`src/common/clock_ctl_pkg.sv`:
```
// Purpose: Shared constants and types for the static clock stop/start/reset block
// Assumes: One core clock; all pins arrive asynchronously
// Notes:   Phase numbering covers both halves of each source cycle
package clock_ctl_pkg;

   // Oscillator cycles counted before a crystal restart releases the clocks
   localparam int OSC_START_COUNT_DEF = 8192;
   localparam int OSC_COUNT_MIN_W     = 13;

   // Processor clock periods the reset output outlives its cause
   localparam int RESET_HOLD_CYCLES = 16;
   localparam int HOLD_W            = 5;

   // Six half-phases of the source per processor clock period
   localparam logic [2:0] PH_FALL     = 3'h0;
   localparam logic [2:0] PH_HALF_UP  = 3'h3;
   localparam logic [2:0] PH_RISE     = 3'h4;
   localparam logic [2:0] PH_LAST     = 3'h5;

   // Extra processor clock rises run after a stop code
   localparam logic [1:0] STOP_TRAIL_RISES = 2'h2;

   typedef struct packed
   {
      logic stop_n;
      logic mid;
      logic low;
   } halt_status_s;

   localparam halt_status_s STATUS_PASSIVE = 3'h7;
   localparam halt_status_s STATUS_STOP    = 3'h3;

   typedef enum logic [1:0]
   {
      ST_RUN,
      ST_STOP_WAIT,
      ST_STOPPED,
      ST_OSC_COUNT
   } clk_state_e;

endpackage

```
`src/logic/pin_sync.sv`:
```
// Purpose: Two-flop synchroniser for asynchronous pins
// Assumes: Inputs are quasi-static relative to core_clk
// Notes:   First stage feeds only the second stage
`timescale 1ns/10ps
module pin_sync
#(
   parameter int          WIDTH     = 1,
   parameter logic [31:0] RESET_VAL = 32'h0
)
(
   input  wire logic             core_clk,
   input  wire logic             rst,
   input  wire logic [WIDTH-1:0] pin,
   output logic      [WIDTH-1:0] synced
);

   logic [WIDTH-1:0] meta;

   initial
   begin
      if (WIDTH < 1 || WIDTH > 32)
         $error("pin_sync WIDTH out of range");
   end

   always_ff @(posedge core_clk)
   begin
      if (rst)
      begin
         meta   <= RESET_VAL[WIDTH-1:0];
         synced <= RESET_VAL[WIDTH-1:0];
      end
      else
      begin
         meta   <= pin;
         synced <= meta;
      end
   end

endmodule

```
`src/logic/clock_phase_gen.sv`:
```
// Purpose: Divide-by-three phase walker for the processor clocks
// Assumes: half_tick marks each edge of the frequency source
// Notes:   Holding run low freezes the phase, so outputs stop without runts
`timescale 1ns/10ps
module clock_phase_gen
   import clock_ctl_pkg::*;
(
   input  wire logic       core_clk,
   input  wire logic       rst,
   input  wire logic       half_tick,
   input  wire logic       run,
   output logic      [2:0] phase,
   output logic            rise_evt,
   output logic            fall_evt
);

   logic [2:0] next_phase;

   always_comb
   begin
      next_phase = (phase == PH_LAST) ? PH_FALL : phase + 3'h1;
      rise_evt   = half_tick && run && (next_phase == PH_RISE);
      fall_evt   = half_tick && run && (next_phase == PH_FALL);
   end

   // Power-on parks in the high phase, as a stopped clock does
   always_ff @(posedge core_clk)
   begin
      if (rst)
         phase <= PH_RISE;
      else if (half_tick && run)
         phase <= next_phase;
   end

endmodule

```
`src/logic/clock_stop_start.sv`:
```
// Purpose: Start, stop and reset control for a static clock generator
// Assumes: Sources and pins are slow against core_clk and are resampled
// Notes:   Source edges become half-phase ticks; clocks are flops in core_clk
//
// What this block does
// - Reset request is resampled on each processor clock falling edge.
// - Low reset request drives cpu reset output high in both source modes.
// - Low reset request restarts an idle oscillator.
// - Reset output stays high sixteen processor clocks after request rises.
// - A reset during a running oscillator count leaves that count untouched.
// - After the restart count completes, reset stays high sixteen more clocks.
// - Reset output stays high while the reset request stays low.
// - From power-on or stop, start high or reset low begins restart.
// - External source mode restarts right after request synchronisation, no count.
// - Crystal mode restarts the oscillator and holds clocks until 8192 cycles.
// - Start during a stopped oscillator also runs the 8192-cycle count.
// - Clocks restart cleanly in phase, without runt pulses.
// - Status inputs are sampled on each processor clock rising edge.
// - Status low-high-high at a rising edge triggers a stop.
// - Stop code counts only after all-high status at previous rising edge.
// - After stop, processor clocks run two more cycles and halt high.
// - Peripheral clock freezes at its present level on stop.
// - Stopping behaves identically in slow and fast modes.
// - Crystal mode stop also stops the oscillator.
// - External source mode stop keeps the oscillator running.
// - With oscillator stopped, clocks stay high until request ends and count completes.
`timescale 1ns/10ps
module clock_stop_start
   import clock_ctl_pkg::*;
#(
   parameter int OSC_START_COUNT = OSC_START_COUNT_DEF
)
(
   input  wire logic core_clk,
   input  wire logic rst,
   input  wire logic reset_request_n,
   input  wire logic start,
   input  wire logic freq_source_select,
   input  wire logic crystal_in,
   input  wire logic external_freq_input,
   input  wire logic halt_status_or_stop_n,
   input  wire logic halt_status_mid,
   input  wire logic halt_status_low,
   output logic      cpu_clock,
   output logic      half_duty_clock,
   output logic      peripheral_clock,
   output logic      crystal_buffer_out,
   output logic      osc_enable,
   output logic      cpu_reset_out
);

   localparam int OSC_W = ($clog2(OSC_START_COUNT + 1) < OSC_COUNT_MIN_W) ?
                          OSC_COUNT_MIN_W : $clog2(OSC_START_COUNT + 1);
   localparam logic [OSC_W-1:0] OSC_FULL = OSC_W'(OSC_START_COUNT);
   localparam logic [HOLD_W-1:0] HOLD_LOAD = HOLD_W'(RESET_HOLD_CYCLES);
   localparam logic [HOLD_W-1:0] HOLD_ONE  = 5'h01;

   initial
   begin
      if (OSC_START_COUNT < 1)
         $error("OSC_START_COUNT must be at least one");
      if (RESET_HOLD_CYCLES >= (1 << HOLD_W))
         $error("Reset hold count does not fit its counter");
   end

   ////////////////////////////////////////////////////////////////////////////
   // Pin synchronisation

   logic         reset_req_n_s;
   logic         start_s;
   logic         fss_s;
   logic         crystal_s;
   logic         efi_s;
   halt_status_s status_s;
   halt_status_s status_pins;

   assign status_pins = {halt_status_or_stop_n, halt_status_mid, halt_status_low};

   pin_sync #(.WIDTH(2), .RESET_VAL(32'h1)) u_req_sync
   (
      .core_clk (core_clk),
      .rst      (rst),
      .pin      ({start, reset_request_n}),
      .synced   ({start_s, reset_req_n_s})
   );

   pin_sync #(.WIDTH(3), .RESET_VAL(32'h0)) u_src_sync
   (
      .core_clk (core_clk),
      .rst      (rst),
      .pin      ({freq_source_select, crystal_in, external_freq_input}),
      .synced   ({fss_s, crystal_s, efi_s})
   );

   // Resting status is passive, so a stop cannot follow reset at once
   pin_sync #(.WIDTH(3), .RESET_VAL(32'h7)) u_status_sync
   (
      .core_clk (core_clk),
      .rst      (rst),
      .pin      (status_pins),
      .synced   (status_s)
   );

   ////////////////////////////////////////////////////////////////////////////
   // Source edge detection

   clk_state_e state;
   logic       osc_run;
   logic       crystal_prev;
   logic       efi_prev;
   logic       crystal_rise;
   logic       src_tick;
   logic       run;
   logic       restart_req;
   logic       restart_pending;
   logic       osc_done;

   always_ff @(posedge core_clk)
   begin
      if (rst)
      begin
         crystal_prev <= 1'b0;
         efi_prev     <= 1'b0;
      end
      else
      begin
         crystal_prev <= crystal_s;
         efi_prev     <= efi_s;
      end
   end

   // A stopped crystal yields no edges, whatever the pin shows
   assign osc_enable   = osc_run || fss_s;
   assign crystal_rise = osc_enable && crystal_s && !crystal_prev;
   assign src_tick     = fss_s ? (efi_s != efi_prev) :
                                 (osc_enable && (crystal_s != crystal_prev));

   assign run         = (state == ST_RUN) || (state == ST_STOP_WAIT);
   assign restart_req = start_s || !reset_req_n_s;

   ////////////////////////////////////////////////////////////////////////////
   // Clock phase and outputs

   logic [2:0] phase;
   logic       rise_evt;
   logic       fall_evt;

   // Freezing the walker, never forcing it, keeps restarts free of runts
   clock_phase_gen u_phase
   (
      .core_clk  (core_clk),
      .rst       (rst),
      .half_tick (src_tick),
      .run       (run),
      .phase     (phase),
      .rise_evt  (rise_evt),
      .fall_evt  (fall_evt)
   );

   always_ff @(posedge core_clk)
   begin
      if (rst)
      begin
         cpu_clock       <= 1'b1;
         half_duty_clock <= 1'b1;
      end
      else
      begin
         cpu_clock       <= (phase >= PH_RISE);
         half_duty_clock <= (phase >= PH_HALF_UP);
      end
   end

   // Only moves on running falls, so a stop leaves it where it was
   always_ff @(posedge core_clk)
   begin
      if (rst)
         peripheral_clock <= 1'b1;
      else if (fall_evt)
         peripheral_clock <= !peripheral_clock;
   end

   always_ff @(posedge core_clk)
   begin
      if (rst)
         crystal_buffer_out <= 1'b0;
      else
         crystal_buffer_out <= crystal_s && osc_enable;
   end

   ////////////////////////////////////////////////////////////////////////////
   // Stop detection

   halt_status_s status_prev;
   logic [1:0]   trail_rises;

   always_ff @(posedge core_clk)
   begin
      if (rst)
         status_prev <= STATUS_PASSIVE;
      else if (rise_evt)
         status_prev <= status_s;
   end

   always_ff @(posedge core_clk)
   begin
      if (rst)
         trail_rises <= 2'h0;
      else if (state != ST_STOP_WAIT)
         trail_rises <= 2'h0;
      else if (rise_evt)
         trail_rises <= trail_rises + 2'h1;
   end

   ////////////////////////////////////////////////////////////////////////////
   // Oscillator restart counter

   logic [OSC_W-1:0] osc_count;

   always_ff @(posedge core_clk)
   begin
      if (rst)
         osc_count <= '0;
      else if (state != ST_OSC_COUNT)
         osc_count <= '0;
      else if (crystal_rise && osc_count != OSC_FULL)
         osc_count <= osc_count + 1'b1;
   end

   // Full count waits for the request to end, so a long reset keeps clocks parked
   assign osc_done = (state == ST_OSC_COUNT) && (osc_count == OSC_FULL)
                     && reset_req_n_s;

   // A request during the trailing cycles is kept for the moment of stop
   always_ff @(posedge core_clk)
   begin
      if (rst)
         restart_pending <= 1'b0;
      else if (state == ST_STOP_WAIT && restart_req)
         restart_pending <= 1'b1;
      else if (state != ST_STOP_WAIT)
         restart_pending <= 1'b0;
   end

   ////////////////////////////////////////////////////////////////////////////
   // Main sequencer

   always_ff @(posedge core_clk)
   begin
      if (rst)
      begin
         state   <= ST_STOPPED;
         osc_run <= 1'b0;
      end
      else
      begin
         case (state)
            ST_RUN:
            begin
               // Same test at any clock rate, slow or fast
               if (rise_evt && status_prev == STATUS_PASSIVE
                   && status_s == STATUS_STOP)
                  state <= ST_STOP_WAIT;
            end
            ST_STOP_WAIT:
            begin
               if (rise_evt && trail_rises == STOP_TRAIL_RISES - 2'h1)
               begin
                  state <= ST_STOPPED;
                  if (!fss_s)
                     osc_run <= 1'b0;
               end
            end
            ST_STOPPED:
            begin
               if (restart_req || restart_pending)
               begin
                  if (fss_s)
                     state <= ST_RUN;
                  else
                  begin
                     state   <= ST_OSC_COUNT;
                     osc_run <= 1'b1;
                  end
               end
            end
            ST_OSC_COUNT:
            begin
               // Start requests here are ignored; a low reset request holds off osc_done; clocks stay parked high
               if (osc_done)
                  state <= ST_RUN;
            end
            default:
            begin
               state   <= ST_STOPPED;
               osc_run <= 1'b0;
            end
         endcase
      end
   end

   ////////////////////////////////////////////////////////////////////////////
   // Reset conditioning

   logic              reset_req_cpu_n;
   logic [HOLD_W-1:0] hold_left;

   // Falling-edge resample; with clocks parked it follows the pin directly
   always_ff @(posedge core_clk)
   begin
      if (rst)
         reset_req_cpu_n <= 1'b0;
      else if (fall_evt || !run)
         reset_req_cpu_n <= reset_req_n_s;
   end

   always_ff @(posedge core_clk)
   begin
      if (rst)
         hold_left <= HOLD_LOAD;
      else if (!reset_req_cpu_n)
         hold_left <= HOLD_LOAD;
      else if (osc_done && cpu_reset_out)
         hold_left <= HOLD_LOAD;
      else if (fall_evt && hold_left != '0)
         hold_left <= hold_left - HOLD_ONE;
   end

   always_ff @(posedge core_clk)
   begin
      if (rst)
         cpu_reset_out <= 1'b1;
      else if (!reset_req_cpu_n)
         cpu_reset_out <= 1'b1;
      else if (fall_evt && hold_left == HOLD_ONE && !osc_done)
         cpu_reset_out <= 1'b0;
   end

endmodule

```
`config.mk`:
```
export PLATFORM = sky130hd
export DESIGN_NAME = clock_stop_start
export DESIGN_NICKNAME = d
export VERILOG_FILES = /design/src/common/clock_ctl_pkg.sv /design/src/logic/pin_sync.sv /design/src/logic/clock_phase_gen.sv /design/src/logic/clock_stop_start.sv
export SDC_FILE = /design/constraint.sdc
export NUM_CORES = 1
export LEC_CHECK = 0
export ABC_AREA = 1
export BUFFER_PORTS_ARGS = -buffer_cell sky130_fd_sc_hd__clkbuf_2
export CORE_UTILIZATION = 45
export CTS_CLUSTER_SIZE = 24
export DETAILED_ROUTE_END_ITERATION = 10
export PLACE_DENSITY = 0.64
export REMOVE_ABC_BUFFERS = 1
export SYNTH_ARGS = -nofsm -noshare
export SYNTH_HDL_FRONTEND = slang
export SYNTH_SLANG_ARGS = --single-unit
```
`constraint.sdc`:
```
create_clock -name core_clk -period 3.6 [get_ports core_clk]
set_input_delay 0.36 -clock core_clk [delete_from_list [all_inputs] [get_ports core_clk]]
set_output_delay 0.36 -clock core_clk [all_outputs]
set_load 0.02 [all_outputs]
```
-- Word-level counts from Yosys, hierarchy flattened
Index checks and enable logic that the tools add are counted.
- output and inout port bits: 6
- word-level logic and storage cells: 105
- flip-flop bits (word level): 55
- bits of input ports: 10
- bitwise gates (word level): 1
- order comparisons: 2
- equality and inequality tests: 21
- mux-type cells: 15
- $add $sub $neg: 4
- reduce and logical (&&, ||, !) cells: 38
- operator list (kind ; count):
    1-bit logical AND ; 17
    14-bit by 1-bit adder with 14-bit output (second input constant) ; 1
    14-bit equality test (second input constant) ; 1
    14-bit != test (second input constant) ; 1
    2-bit two-way mux ; 5
    2-bit != test (second input constant) ; 5
    3-bit equality test (second input constant) ; 3
    2-bit one-hot mux with 4 select lines ; 1
    1-bit two-way mux ; 7
    2-bit by 1-bit != test with 1-bit output (second input constant) ; 3
    2-bit OR reduction ; 3
    5-bit by 1-bit equality test with 1-bit output (second input constant) ; 1
    1-bit logical NOT ; 5
    1-bit logical OR ; 5
    5-bit AND reduction ; 1
    5-bit nonzero test ; 1
    5-bit by 1-bit subtractor with 5-bit output (second input constant) ; 1
    2-bit by 1-bit equality test with 1-bit output (second input constant) ; 2
    2-bit equality test (second input constant) ; 2
    4-bit AND reduction ; 1
    2-bit nonzero test ; 2
    3-bit by 1-bit adder with 3-bit output (second input constant) ; 1
    3-bit by 2-bit equality test with 1-bit output (second input constant) ; 1
    3-bit by 2-bit >= comparator with 1-bit output (second input constant) ; 1
    9 further kinds ; 10

-- Longest topological paths before layout
- depth after elaboration: 9
- depth in mapped cells: 12
- depth with buffers taken out: 12

-- Modules after synthesis
Synthesis repeated with hierarchy kept, for this count alone.
- cell total of the unflattened synthesis: 360
- area total of the unflattened synthesis: 2572.5 µm²
- by module, submodules not included (module ; cells each ; sequential area each (µm²) ; times used ; area an instance (µm²)):
    clock_stop_start ; 285 ; 720.7 ; 1 ; 1968.1
    pin_sync at u_status_sync ; 19 ; 120.1 ; 1 ; 168.9
    pin_sync at u_src_sync ; 18 ; 120.1 ; 1 ; 165.2
    clock_phase_gen ; 25 ; 60.1 ; 1 ; 156.4
    pin_sync at u_req_sync ; 13 ; 80.1 ; 1 ; 113.9

-- Worst setup path after synthesis
Ideal clock, no wire load.
- path type: register to register
- start: register u_phase.phase[0]
- end: register hold_left[2]
- arrival time: 1.413 ns
- path buffers: 0
- setup time: 0.115 ns
- cell stages (with the launch flop): 12
- clock period less this slack: 1.528 ns
- required time: 3.485 ns
- setup slack: 2.072 ns
- cells stage by stage: dfxtp_1 nand2_1 inv_1 ha_1 o21bai_1 inv_1 nor2_1 nand2_4 nor2_4 nand3_1 nand2_1 nor2_1
- longest elaborated chain between the ends: 5
- elaborated cells on any way between the ends: 6
- those cells by class: add/sub: 1; eq/ne: 1; mux: 1; reduce/logical: 3
- ends and longest elaborated chain (item ; RTL line ; RTL):
    start, declared ; clock_phase_gen.sv:12 ; output logic [2:0] phase,
    start signal, assigned ; clock_phase_gen.sv:32 ; phase <= next_phase;
    3-bit by 1-bit adder with 3-bit output or 3-bit equality test (tied branches) ; clock_phase_gen.sv:21 ; next_phase = (phase == PH_LAST) ? PH_FALL : phase + 3'h1;
    3-bit two-way mux * ; clock_phase_gen.sv:21 ;
    3-bit logical NOT * ; clock_phase_gen.sv:23 ; fall_evt = half_tick && run && (next_phase == PH_FALL);
    1-bit logical AND * ; clock_phase_gen.sv:23 ;
    1-bit logical AND * ; clock_stop_start.sv:325 ; else if (fall_evt && hold_left != '0)
    end signal, assigned ; clock_stop_start.sv:326 ; hold_left <= hold_left - HOLD_ONE;
    end, declared ; clock_stop_start.sv:306 ; logic [HOLD_W-1:0] hold_left;
Mark *: on every way between the ends. The rest lies on a longest branch, timed or not.
A chain may end at the register's enable or synchronous reset.

-- Worst setup path after layout
- start: register osc_count[0]
- end: register osc_count[12]
- longest elaborated chain between the ends: 2
- elaborated cells on any way between the ends: 3
- those cells by class: add/sub: 1; eq/ne: 1; reduce/logical: 1
- ends and longest elaborated chain (item ; RTL line ; RTL):
    start, declared ; clock_stop_start.sv:218 ; logic [OSC_W-1:0] osc_count;
    start signal, assigned ; clock_stop_start.sv:227 ; osc_count <= osc_count + 1'b1;
    branches (longest 2 deep; another with 14-bit by 1-bit adder with 14-bit output) ; - ;
Several ways; the timed one is not identified.

==> results.toml <==
[floorplanning]
dieArea_mm2 = 0.00572
num_rows = 26
core_region_area_mm2 = 0.00517
io_pins = 16
vertical_die_dimension_um = 75.7
floorplan.die.width_um = 75.7
start_util_pct = 47.2

[yosys]
synth-async-reset-ratio_pct = 0
dominant_register_cell_in_the_synthesized_netlist = "dfxtp_1"
synth_top_area_share_pct = 45.1
yosysTopAreaCell = "dfxtp_1"
yosys-top-cells-area = "dfxtp_1, nand2_1, inv_1, nor2_1, a21oi_1"
yosysSeqAreaShare_pct = 45.1
synth_warnings = 0
syn_inst = 331
syn_area_per_cell_um2 = 7.37
number_of_synthesized_flops_with_an_enable_pin = 0
post_synth_instance_area_mm2 = 0.00244
synth.lib_cells_used.distinct = 32
ys_seq_elements = 55

[min_path]
worst_hold_path.num_cells = 2
holdCritPathClass = "primary input to flip-flop"

[power]
leakage_nw = 1.16
vdd_drop_max_v = 0.000235
total_power_mw = 1.19
power_per_cell_area_mw_per_mm2 = 446

[setup_path]
timing.critical_path.required_ps = 3800
worstPathMaxFanout = 11
worst_path_max_stage_delay_ps = 390
critical_path.cell_chain = "inv_1, ha_1, nand3_1, nor2_1, nand2_1, nand2_4, inv_4, nand3_1, nor2_1, nand3_1, nand2_1, nor2_1"
worst_setup_ep_type = "flip-flop"
worst_setup_path_start_kind = "flip-flop"
r2r_cells = 12
arrival_ps = 1970
setup.worst_path.class = "flip-flop to flip-flop"
critPathSlowestCell = "dfxtp_1"

[clock_tree]
post_cts.repair.setup_buffers = 0
buffer_type_at_the_clock_tree_root = "clkbuf_8"
cts_max_path_buffers = 2
cts.sinks = 55
clk_transition_reported_paths_ps = 100
hold_buffers = 0
post_cts_resize_count = 0
clock_tree_from_tritoncts = "yes"
clkLatencyLatePin_ps = 300
cts_buffers = 5
cts_htree_levels = 2

[placed_design]
place.port_buffers = 15
gp_routability_congestion = 0.838
dpl.hpwl_um = 3010

[final_layout]
drive_gt1_share_pct = 12.6
antennaDiodeCount = 0
num-nets-final = 364
areaGrowthSynthToFinish_pct = 8.82

[routing]
drtPass1Iterations = 4
via_per_inst = 4.70
average_wire_length_per_cell_after_detail_routing_um = 9.70
initialDrtViolationCount = 100
num_vias = 1969
drc_markers = 0
drt-total-wl_um = 4070
count_of_antenna_violating_nets_left_after_detailed_routing = 0

[timing]
worst_clock_skew_ps = 8.32
hold-worst-slack_ps = 238
timing.fmax_mhz = 566
period_minus_slack_ps = 1770
rsz_0062_raised_after_global_routing = "no"
setup_viol_count_final = 0
final-hold-violation-count = 0
slew_viol_final = 0
finalCritPeriodShare_pct = 49.1
setup_total_negative_slack_ps = 0
relative_slew_margins_pct = 67.8
max_slew.worst_pin.slew_ps = 483

[global_routing]
grt_max_degree = 27
initial_antenna_violation_count = 0
grt_first_pass_wirelength_um = 7330
grt_overflow_total = 0
first_global_vias = 1726
gr-usage-all-layers_pct = 16.7

[flow_run]
cap_viol_max_count = 0

[status]
run_status = "finished clean"
worst max-delay path, delay by kind of cell, from the launching register on:
| family | cells | cell delay (ps) |
|---|---|---|
| adders and majority gates | 1 | 190 |
| and+or+nand+nor | 9 | 870 |
| DFF | 1 | 390 |
| buffers and inverters | 2 | 210 |
flip-flops by register name, indices dropped and copies added (netlist names), 2 cells and up:
register              count
u_src_sync.synced         3
u_req_sync.synced         2
trail_rises               2
u_req_sync.meta           2
osc_count                14
u_status_sync.meta        3
state                     2
hold_left                 5
u_phase.phase             3
u_src_sync.meta           3
u_status_sync.synced      3
status_prev               3
final cells by class:
class	count	area (um^2)
sequential	55	1100
fill	514	2520
timing repair buffer	15	75.1
tap	70	87.6
multi-input combinational	217	1100
clock buffer	5	68.8
inverter	54	205
clock inverter	3	15.0
Yosys cell counts, types with 3 or more instances:
cell type and instances:
a21oi_1 26, clkbuf_1 3, dfxtp_1 55, ha_1 6
inv_1 50, nand2_1 63, nand2_4 4, nand3_1 17
nand4_1 7, nor2_1 44, nor3_1 6, o21ai_0 15
or2_2 9
where the power goes:
part | switching (mW) | internal, mW | total [mW]
Clock | 0.191 | 0.134 | 0.325
Sequential | 0.0248 | 0.638 | 0.662
Combinational | 0.130 | 0.0679 | 0.198
metal layers:
layer / vias to the layer above / GRT usage, % / routed length, um
li1: 1075 / - / -
met1: 859 / 21.8 / 2000
met2: 31 / 27.7 / 1900
met3: 4 / 4.50 / 143
met4: 0 / 3.70 / 22
met5: - / 0 / 0
logic make-up after synthesis:
| family | after synthesis | synth area share [%] |
|---|---|---|
| AO/OA/AOI/OAI | 49 | 10.9 |
| buffers and inverters | 59 | 9.69 |
| flip-flops | 55 | 45.1 |
| XOR/XNOR | 4 | 1.44 |
| AND/OR/NAND/NOR | 158 | 29.8 |
| adder cells (fa/ha/maj) | 6 | 3.08 |
worst paths after layout:
check	from	endpoint	slack, ps
max	osc_count[0]	osc_count[12]	1830
min reg2reg	u_src_sync.meta[1]	u_src_sync.synced[1]	400
max reg2reg	osc_count[0]	osc_count[12]	1830
min	halt_status_or_stop_n	u_status_sync.meta[2]	240
through the flow:
stage               util, %  worst slack (ps)  cell area (um^2)  instances
global route           51.4              1560              2660        419
detailed placement     49.7              1840              2570        411
floorplan                 -              2070              2410        326
CTS                    51.4              1830              2660        419
finish                 51.4              1830              2660        419
global placement       49.7              1840              2570        411
placed cells by master, fill, tap and decap left out, types with 5 or more instances in the layout:
| master | instances |
|---|---|
| a21oi_1 | 26 |
| dfxtp_1 | 55 |
| nand2_1 | 63 |
| clkbuf_2 | 15 |
| nor3_1 | 6 |
| clkbuf_8 | 5 |
| ha_1 | 6 |
| o21ai_0 | 15 |
| nand3_1 | 17 |
| inv_1 | 50 |
| nor2_1 | 44 |
| nand4_1 | 7 |
| or2_2 | 9 |
No activity file was read; power rests on OpenSTA's default activity.
